[config.mk]
export PLATFORM = sky130hd
export DESIGN_NAME = flash_write_guard_bank_map
export DESIGN_NICKNAME = d
export VERILOG_FILES = /design/src/flash_guard_pkg.sv /design/src/flash_addr_map.sv /design/src/flash_write_guard_bank_map.sv
export VERILOG_INCLUDE_DIRS = /design/src
export SDC_FILE = /design/constraint.sdc
export NUM_CORES = 1
export LEC_CHECK = 0
export BUFFER_PORTS_ARGS = -buffer_cell sky130_fd_sc_hd__buf_2
export CAP_MARGIN = 20
export CORE_ASPECT_RATIO = 1.25
export CORE_MARGIN = 4
export CORE_UTILIZATION = 49
export DETAILED_ROUTE_END_ITERATION = 8
export HOLD_SLACK_MARGIN = 0.03
export PLACE_DENSITY = 0.85
export SLEW_MARGIN = 20
export SYNTH_ARGS = -nofsm -noshare
export SYNTH_HDL_FRONTEND = slang
export SYNTH_SLANG_ARGS = --single-unit
[constraint.sdc]
create_clock -name mclk -period 3.91 [get_ports mclk]
set_input_delay 0.391 -clock mclk [delete_from_list [all_inputs] [get_ports mclk]]
set_output_delay 0.391 -clock mclk [all_outputs]
set_load 0.02 [all_outputs]
[src/flash_guard_defs.svh]
// Purpose: offsets, field positions, reset values and map limits of the flash guard
// Assumes: included by bare name from the two design modules, not the package
// Notes: definitions only
`ifndef FLASH_GUARD_DEFS_SVH
`define FLASH_GUARD_DEFS_SVH

// register addresses on the plain register port
`define FLASH_CONTROL_ADDR 16'h0fff
`define GUARD_STATUS_ADDR 16'h0ffe

// flash_control field layout
`define KEY_MSB 7
`define KEY_LSB 4
`define BANK_BIT 3
`define FLASH_CONTROL_RESET 8'hc8
`define KEY_ARMED 4'h3
`define KEY_DISARMED 4'hc
`define BANK_RESET 1'b1

// guard_status field layout
`define ST_ARMED_BIT 0
`define ST_BLOCKED_BIT 1
`define ST_UNMAPPED_BIT 2
`define ST_BANK_BIT 3
`define ST_MODE_LSB 4
`define ST_MODE_MSB 6

// flash array and cpu address map
`define FLASH_BYTES 61440
`define FLASH_LO 16'h1000
`define FLASH_HI 16'hffff
`define ROM_LO 16'h7800
`define ROM_HI 16'h7fff
`define LOWER_FLASH_BANK_CPU_LO 16'h9000
`define UPPER_FLASH_BANK_CPU_LO 16'h8000
`define CPU_HI 16'hffff
`define ROM_ADDR_BITS 11
`define AREA_BITS 4
`define OFFSET_BITS 12

`endif

[src/flash_guard_pkg.sv]
// Purpose: types shared by the flash guard modules
// Assumes: flash_guard_defs.svh holds the numbers
// Notes: one-hot codes written out
package flash_guard_pkg;

	// operating mode of the device, driven by the mode logic outside
	typedef enum logic [2:0]
	{
		mode_normal = 3'b001,
		mode_serial = 3'b010,
		mode_parallel = 3'b100
	} op_mode_t;

	// where a cpu access lands
	typedef enum logic [2:0]
	{
		route_none = 3'b001,
		route_flash = 3'b010,
		route_rom = 3'b100
	} route_t;

	// inclusive range check, used by several decoders
	function automatic logic in_range(input logic [15:0] a, input logic [15:0] lo,
		input logic [15:0] hi);
	begin
		in_range = (a >= lo) && (a <= hi);
	end
	endfunction

endpackage

[src/flash_addr_map.sv]
// Purpose: translate a cpu address into a flash, boot rom or no target
// Assumes: mode and bank select are stable around the access
// Notes: purely combinational, registered by the caller
`timescale 1ns/100ps
`include "flash_guard_defs.svh"

module flash_addr_map
(
	input wire flash_guard_pkg::op_mode_t mode,
	input wire logic bank_sel,
	input wire logic [15:0] cpu_addr,
	output flash_guard_pkg::route_t route,
	output logic [15:0] flash_addr,
	output logic [`ROM_ADDR_BITS-1:0] rom_addr
);
	import flash_guard_pkg::*;

	wire logic hit_normal;
	wire logic hit_rom;
	wire logic hit_lower_flash_bank;
	wire logic hit_upper_flash_bank;
	wire logic [15:0] lower_flash_bank_addr;

	// range decodes for each mode and bank
	assign hit_normal = in_range(cpu_addr, `FLASH_LO, `FLASH_HI);
	assign hit_rom = in_range(cpu_addr, `ROM_LO, `ROM_HI);
	// 8000h-8fffh stays unrouted under bank 0, it has no flash behind it
	assign hit_lower_flash_bank = in_range(cpu_addr, `LOWER_FLASH_BANK_CPU_LO, `CPU_HI);
	assign hit_upper_flash_bank = in_range(cpu_addr, `UPPER_FLASH_BANK_CPU_LO, `CPU_HI);
	// bank 0 folds 9000h-ffffh down onto 1000h-7fffh
	assign lower_flash_bank_addr = {1'b0, cpu_addr[14:0]};

	// route selection, bank select only matters in serial mode
	always_comb
	begin
		route = route_none;
		flash_addr = cpu_addr;
		rom_addr = cpu_addr[`ROM_ADDR_BITS-1:0];
		unique case (mode)
			mode_normal:
			begin
				if (hit_normal)
					route = route_flash;
			end
			mode_serial:
			begin
				if (hit_rom)
					route = route_rom;
				else if (!bank_sel && hit_lower_flash_bank)
				begin
					route = route_flash;
					flash_addr = lower_flash_bank_addr;
				end
				else if (bank_sel && hit_upper_flash_bank)
					route = route_flash;
			end
			mode_parallel:
			begin
				// pins drive the array directly in this mode
				route = route_none;
			end
			default:
			begin
				route = route_none;
			end
		endcase
	end

endmodule

[src/flash_write_guard_bank_map.sv]
// Purpose: flash control register, write guard and cpu-to-flash bank mapping
// Assumes: cpu strobes are one cycle, synchronous to mclk; mode comes from outside
// Notes: every access is answered one cycle after its strobe
//   guard_status at 0ffeh: bit 0 armed, 1 blocked, 2 unmapped, 3 bank, 6..4 mode
//   writing 1 to status bit 1 or 2 clears it; an event in that cycle wins
//   reserved key codes are stored and read back, but never open the guard
//   boot rom is read only, so a write there is reported as unmapped
//   control bits 2..0 and status bit 7 read as zero
//   mode is a plain input; the caller keeps it steady around each access
//   cmd_armed, strobes and pulses are flop outputs, one cycle behind the cause
//   a closed guard drops the write whole: no strobe, no address or data update
//
// What this block does
// - flash writes pass only while the command key holds 0011b.
// - writing 1100b to the key blocks all program and erase writes.
// - reset loads the key with 1100b, so the flash starts guarded.
// - control register resets to 1100 1 in bits 7..3; key 7..4, bank 3.
// - control register bits 2..0 read as undefined; this block returns zero.
// - bank bit picks bank 0 or 1, readable, effective in serial mode only.
// - normal mode maps flash at 1000h-ffffh and ignores the bank bit.
// - serial mode puts the 2 kbyte boot rom at 7800h-7fffh.
// - serial bank 0 maps cpu 9000h-ffffh onto flash 1000h-7fffh.
// - serial bank 1 maps cpu 8000h-ffffh straight onto flash 8000h-ffffh.
// - flash holds 61440 bytes at 1000h-ffffh.
// - the register governs flash only in normal and serial modes.
// - in serial mode the cpu drives flash, the host talks over the uart.
// - command writes carry a 12 bit offset and a 4 bit area select.
//
// The implementer's own choice: the plain strobed port.
`timescale 1ns/100ps
`include "flash_guard_defs.svh"

module flash_write_guard_bank_map
(
	input wire logic mclk,
	input wire logic arst_n,
	input wire flash_guard_pkg::op_mode_t mode,
	input wire logic [15:0] reg_addr,
	input wire logic [7:0] reg_wdata,
	input wire logic reg_wr,
	input wire logic reg_rd,
	output logic [7:0] reg_rdata,
	input wire logic [15:0] cpu_addr,
	input wire logic [7:0] cpu_wdata,
	input wire logic cpu_rd,
	input wire logic cpu_wr,
	output logic [15:0] flash_addr,
	output logic [7:0] flash_wdata,
	output logic flash_rd,
	output logic flash_wr,
	output logic [`AREA_BITS-1:0] cmd_area,
	output logic [`OFFSET_BITS-1:0] cmd_offset,
	output logic [`ROM_ADDR_BITS-1:0] rom_addr,
	output logic rom_rd,
	output logic wr_blocked,
	output logic access_unmapped,
	output logic cmd_armed
);
	import flash_guard_pkg::*;

	// address match of one register on the plain port
	function automatic logic reg_hit(input logic [15:0] a, input logic [15:0] where);
	begin
		reg_hit = (a == where);
	end
	endfunction

	// only the exact arming code opens the guard, reserved codes stay closed
	function automatic logic key_opens(input logic [3:0] key);
	begin
		key_opens = (key == `KEY_ARMED);
	end
	endfunction

	// control register state
	logic [3:0] key_q;
	logic bank_q;
	wire logic [3:0] key_d;
	wire logic bank_d;

	// sticky status flags: bit 0 blocked write, bit 1 unmapped access
	logic [1:0] sticky_q;
	logic [1:0] sticky_d;
	wire logic [1:0] sticky_set;
	wire logic [1:0] sticky_clr;

	// register read path
	logic [7:0] rdata_q;
	wire logic [7:0] rdata_d;
	wire logic [7:0] control_view;
	wire logic [7:0] status_view;

	// address decode of the register port
	wire logic sel_control;
	wire logic sel_status;
	wire logic wr_control;
	wire logic wr_status;

	// mapper results
	route_t route;
	wire logic [15:0] map_flash_addr;
	wire logic [`ROM_ADDR_BITS-1:0] map_rom_addr;

	// access qualification
	wire logic armed;
	wire logic to_flash;
	wire logic to_rom;
	wire logic to_none;
	wire logic flash_rd_d;
	wire logic flash_wr_d;
	wire logic rom_rd_d;
	wire logic blocked_d;
	wire logic unmapped_d;
	wire logic wr_to_flash;
	wire logic rd_unmapped;
	wire logic wr_unmapped;
	wire logic wr_to_rom;
	wire logic [`AREA_BITS-1:0] cmd_area_d;
	wire logic [`OFFSET_BITS-1:0] cmd_offset_d;

	// output flops
	logic [15:0] flash_addr_q;
	logic [7:0] flash_wdata_q;
	logic flash_rd_q;
	logic flash_wr_q;
	logic [`AREA_BITS-1:0] cmd_area_q;
	logic [`OFFSET_BITS-1:0] cmd_offset_q;
	logic [`ROM_ADDR_BITS-1:0] rom_addr_q;
	logic rom_rd_q;
	logic wr_blocked_q;
	logic unmapped_q;
	logic armed_q;

	// cpu address translation
	flash_addr_map i_flash_addr_map
	(
		.mode(mode),
		.bank_sel(bank_q),
		.cpu_addr(cpu_addr),
		.route(route),
		.flash_addr(map_flash_addr),
		.rom_addr(map_rom_addr)
	);

	// register port decode, anything else is unmapped and reads zero
	assign sel_control = reg_hit(reg_addr, `FLASH_CONTROL_ADDR);
	assign sel_status = reg_hit(reg_addr, `GUARD_STATUS_ADDR);
	assign wr_control = reg_wr && sel_control;
	assign wr_status = reg_wr && sel_status;

	// next control value; the key is kept as written so a reserved code reads back
	assign key_d = reg_wdata[`KEY_MSB:`KEY_LSB];
	assign bank_d = reg_wdata[`BANK_BIT];

	// the guard follows the stored key at once
	assign armed = key_opens(key_q);

	// route flags from the mapper
	assign to_flash = (route == route_flash);
	assign to_rom = (route == route_rom);
	assign to_none = (route == route_none);

	// qualified strobes toward the array and the boot rom
	assign wr_to_flash = cpu_wr && to_flash;
	assign flash_rd_d = cpu_rd && to_flash;
	assign flash_wr_d = wr_to_flash && armed;
	assign rom_rd_d = cpu_rd && to_rom;
	// a disarmed write to flash is swallowed and reported
	assign blocked_d = wr_to_flash && !armed;
	// every reason an access finds no target; boot rom is read only
	assign rd_unmapped = cpu_rd && to_none;
	assign wr_unmapped = cpu_wr && to_none;
	assign wr_to_rom = cpu_wr && to_rom;
	assign unmapped_d = rd_unmapped || wr_unmapped || wr_to_rom;

	// command area from the translated address, offset from the cpu's low bits
	assign cmd_area_d = map_flash_addr[15:`OFFSET_BITS];
	assign cmd_offset_d = cpu_addr[`OFFSET_BITS-1:0];

	// sticky flags: hardware set wins over software clear in the same cycle
	assign sticky_set = {unmapped_d, blocked_d};
	assign sticky_clr = wr_status ?
		{reg_wdata[`ST_UNMAPPED_BIT], reg_wdata[`ST_BLOCKED_BIT]} : 2'h0;

	// per-flag next state
	genvar gi;
	generate
		for (gi = 0; gi < 2; gi = gi + 1)
		begin : g_sticky
			always_comb
			begin
				sticky_d[gi] = sticky_set[gi] | (sticky_q[gi] & ~sticky_clr[gi]);
			end
		end
	endgenerate

	// read views; low control bits are undefined, returned as zero here
	assign control_view = {key_q, bank_q, 3'h0};
	assign status_view = {1'b0, mode, bank_q, sticky_q, armed};

	// read data mux, valid in the cycle after the read strobe
	assign rdata_d = !reg_rd ? 8'h00 :
		sel_control ? control_view :
		sel_status ? status_view : 8'h00;

	// control register, reset disarms the guard
	always_ff @(posedge mclk or negedge arst_n)
	begin
		if (!arst_n)
		begin
			key_q <= `KEY_DISARMED;
			bank_q <= `BANK_RESET;
		end
		else if (wr_control)
		begin
			key_q <= key_d;
			bank_q <= bank_d;
		end
	end

	// sticky status flags
	always_ff @(posedge mclk or negedge arst_n)
	begin
		if (!arst_n)
			sticky_q <= 2'h0;
		else
			sticky_q <= sticky_d;
	end

	// register read data
	always_ff @(posedge mclk or negedge arst_n)
	begin
		if (!arst_n)
			rdata_q <= 8'h00;
		else
			rdata_q <= rdata_d;
	end

	// flash read strobe, one cycle long
	always_ff @(posedge mclk or negedge arst_n)
	begin
		if (!arst_n)
			flash_rd_q <= 1'b0;
		else
			flash_rd_q <= flash_rd_d;
	end

	// flash write strobe, never raised while the guard is closed
	always_ff @(posedge mclk or negedge arst_n)
	begin
		if (!arst_n)
			flash_wr_q <= 1'b0;
		else
			flash_wr_q <= flash_wr_d;
	end

	// boot rom read strobe, one cycle long
	always_ff @(posedge mclk or negedge arst_n)
	begin
		if (!arst_n)
			rom_rd_q <= 1'b0;
		else
			rom_rd_q <= rom_rd_d;
	end

	// refused write pulse
	always_ff @(posedge mclk or negedge arst_n)
	begin
		if (!arst_n)
			wr_blocked_q <= 1'b0;
		else
			wr_blocked_q <= blocked_d;
	end

	// unmapped access pulse
	always_ff @(posedge mclk or negedge arst_n)
	begin
		if (!arst_n)
			unmapped_q <= 1'b0;
		else
			unmapped_q <= unmapped_d;
	end

	// armed level, one cycle behind the key so the pin is a clean flop output
	always_ff @(posedge mclk or negedge arst_n)
	begin
		if (!arst_n)
			armed_q <= 1'b0;
		else
			armed_q <= armed;
	end

	// address and data, held between accesses so the array sees stable lines
	always_ff @(posedge mclk or negedge arst_n)
	begin
		if (!arst_n)
		begin
			flash_addr_q <= 16'h0000;
			flash_wdata_q <= 8'h00;
		end
		else if (flash_rd_d || flash_wr_d)
		begin
			flash_addr_q <= map_flash_addr;
			flash_wdata_q <= cpu_wdata;
		end
	end

	// command area and offset of the last flash access that went through
	always_ff @(posedge mclk or negedge arst_n)
	begin
		if (!arst_n)
		begin
			cmd_area_q <= 4'h0;
			cmd_offset_q <= 12'h000;
		end
		else if (flash_rd_d || flash_wr_d)
		begin
			cmd_area_q <= cmd_area_d;
			cmd_offset_q <= cmd_offset_d;
		end
	end

	// boot rom address
	always_ff @(posedge mclk or negedge arst_n)
	begin
		if (!arst_n)
			rom_addr_q <= 11'h000;
		else if (rom_rd_d)
			rom_addr_q <= map_rom_addr;
	end

	// outputs straight from flops
	assign reg_rdata = rdata_q;
	assign flash_addr = flash_addr_q;
	assign flash_wdata = flash_wdata_q;
	assign flash_rd = flash_rd_q;
	assign flash_wr = flash_wr_q;
	assign cmd_area = cmd_area_q;
	assign cmd_offset = cmd_offset_q;
	assign rom_addr = rom_addr_q;
	assign rom_rd = rom_rd_q;
	assign wr_blocked = wr_blocked_q;
	assign access_unmapped = unmapped_q;
	assign cmd_armed = armed_q;

endmodule

==> out/summary.txt <==
worst reg-to-reg path cell count: 5
Post-synth EDFFs: 0
setup ws final: 1630 ps
worst setup path start: key_q[3]$_DFFE_PN1P_
DP Area: 0.00302 mm2
post-synthesis compound-gate area fraction: 0.0283
unrepaired setup endpoints after global routing: false
Die Y: 87.5 um
Leak: 1.69 nW
critical path capture point type: flop
register area: 0.00141 mm2
Slew Viols, Final: 0
FMAX: 0.438 GHz
Clk Latency, worst-skew pair: 300 ps
Worst R2R Setup Slack: 1630 ps
GRT Overall Usage: 0.169
post-DR wirelength/cell: 14.9 um
reg2reg end: cmd_offset[10]$_DFFE_PN0P_
register bit count reported by yosys: 56
CP Launch Type: flop
Clock power frac: 0.205
Vias: 1721
setup bufs post-CTS: 0
WP data arrival: 2470 ps
CTS max path bufs: 2
initial core utilization: 0.516
sequential cell fraction of total power: 0.485
mux share of post-synthesis cell area: 0.224
CTS Hold Bufs: 0
row count: 28
ys async rst share: 1.00
Switching Fraction: 0.332
largest net degree at the start of global routing: 57
drt pass-1 iters: 4
pre-CTS WS: 1340 ps
Synth cell types: 35
Port-buffer cells: 120
chip width: 71.6 um
syn nets: 232
Via density: 5.00
top-level I/O count: 122
Final nets: 341
max_cap viols: 0
PD cells: 468 mW/mm2
Hold Crit Class: in -> async
Post-Synth Adder-Cell Area: 0
status: finished, final reports clean
total grt overflow: 0
Synth Area in XOR/XNOR: 0
Initial DRC Count: 44
clk slew on worst S/H paths: 90 ps
Fin. Hold Viols: 0
drt drc: 0
DP HPWL: 4040 um
routability cong.: 0.789
post-route cell area: 0.00310 mm2
area of the multi-input gates: 902 um2
final setup vio count: 0
Placed Instances: 337
final period utilization: 0.584
Synth Area in Simple Gates: 0.112
Worst Max-Slew Pin Slew: 699 ps
CTS buffer count: 5
Mapped Cells: 175
Post-CTS Resized: 0
Worst Path Class, Setup: reg -> reg
Core Region: 0.00480 mm2
Post-Layout Cell Count: 344
vias in the first global route: 1804
Peak VDD IR: 0.000294 V
Clock Tree Root: clkbuf_8
CTS tree: built
Final min period: 2280 ps
Pint: 0.000968 W
combinational share of power: 0.310
register area share after synthesis: 0.567
CP required: 4100 ps
slew margin rel.: 0.533
syn avg cell area: 14.2 um2
Synth-to-Final Area Change: 25.1%
Total Wirelength: 5130 um
synthesized area: 0.00248 mm2
Synth Flop Type: dfrtp_1
Clock Skew: 7.73 ps
clk sinks: 56
htree depth: 2
Post-DRT Antenna Nets: 0
combinational family with the most area after synthesis: multiplexers
commonest non-fill, non-tap cell in the layout: buf_2
crit path max fanout: 15
fill cell count: 394
die area: 0.00626 mm2
switching power: 0.000481 W
setup TNS: 0 ps
Diodes inserted: 0
synth warn: 0
most frequent cells in the layout: buf_2 (120), dfrtp_1 (53), mux2_4 (20)
initial antenna violation count: 0
reg2reg start: key_q[3]$_DFFE_PN1P_
share of cells above drive strength 1: 0.602
first-pass GRT wire length: 8250 um
[critical path: stages, from the launching register on]
cell and delay (ps):
dfstp_2 380, and4bb_1 360, a21oi_1 130, nor3_4 550, buf_4 400, mux2_1 350
[cells by family (layout without fill, tap and decap cells)]
family,count (synthesis),after routing
flops,56,56
mux,43,43
simple gates,41,41
buf+inv,25,134
compound gates,10,10
[layout make-up]
class / count / share of cell area
multi-input combinational: 94 / 0.291
tap: 60 / 0.0242
timing repair buffer: 122 / 0.199
clock inverter: 2 / 0.00404
clock buffer: 5 / 0.0222
sequential: 56 / 0.454
inverter: 5 / 0.00606
[stage by stage]
| step | util | hold slack, ps | power (W) |
|---|---|---|---|
| floorplan | - | 95.4 | 0.00104 |
| global placement | 0.629 | 454 | 0.00116 |
| detailed placement | 0.629 | 465 | 0.00117 |
| CTS | 0.645 | 224 | 0.00147 |
| global route | 0.645 | 263 | 0.00152 |
| finish | 0.645 | 202 | 0.00145 |
[worst max-delay path by stage]
stage | to | slack, ps | cells after the start
6_report | cmd_offset[10]$_DFFE_PN0P_ | 1630 | 5
5_1_grt | flash_addr[12]$_DFFE_PN0P_ | 1470 | 5
4_1_cts | cmd_offset[10]$_DFFE_PN0P_ | 1570 | 5
3_5_place_dp | cmd_offset[10]$_DFFE_PN0P_ | 1340 | 6
3_3_place_gp | flash_addr[12]$_DFFE_PN0P_ | 1420 | 6
2_1_floorplan | cmd_offset[0]$_DFFE_PN0P_ | 2080 | 5
[power groups by stage]
stage | Sequential, W | Combinational, W | Clock, W
floorplan | 0.000805 | 0.000240 | 0
global placement | 0.000708 | 0.000447 | 0
global route | 0.000714 | 0.000476 | 0.000330
CTS | 0.000703 | 0.000456 | 0.000309
finish | 0.000702 | 0.000449 | 0.000297
detailed placement | 0.000712 | 0.000455 | 0
[flip-flops by register name (all words and copies together) (netlist names)]
signal           cells
key_q                4
reg_rdata            8
rom_addr            11
rom_rd               1
flash_addr           5
flash_wdata          8
bank_q               1
access_unmapped      1
wr_blocked           1
sticky_q             2
cmd_armed            1
cmd_offset          11
flash_rd             1
flash_wr             1
[cells in the mapped netlist (all sizes together) (2+ instances only)]
| library cell | count | area [um2] |
|---|---|---|
| dfrtp | 53 | 1330 |
| and2 | 3 | 18.8 |
| nor4bb | 2 | 20.0 |
| nor3b | 2 | 25.0 |
| mux2 | 40 | 526 |
| buf | 19 | 148 |
| nand4 | 2 | 12.5 |
| nor3 | 2 | 21.3 |
| nor2 | 10 | 37.5 |
| a21oi | 3 | 22.5 |
| a31oi | 2 | 12.5 |
| and4 | 5 | 43.8 |
| nand2 | 3 | 11.3 |
| nand3 | 3 | 15.0 |
| mux2i | 3 | 30.0 |
| and3 | 3 | 18.8 |
| o21ai | 2 | 10.0 |
| inv | 5 | 18.8 |
| dfstp | 3 | 78.8 |
[per-layer routing]
layer | global-route usage | share of wire | vias up
met3 | 0.0439 | 0.087 | 13
met1 | 0.212 | 0.39 | 809
met5 | 0 | 0 | -
met2 | 0.283 | 0.50 | 79
met4 | 0.0615 | 0.020 | 0
li1 | - | - | 820
Power figures use the tool's default switching activity.
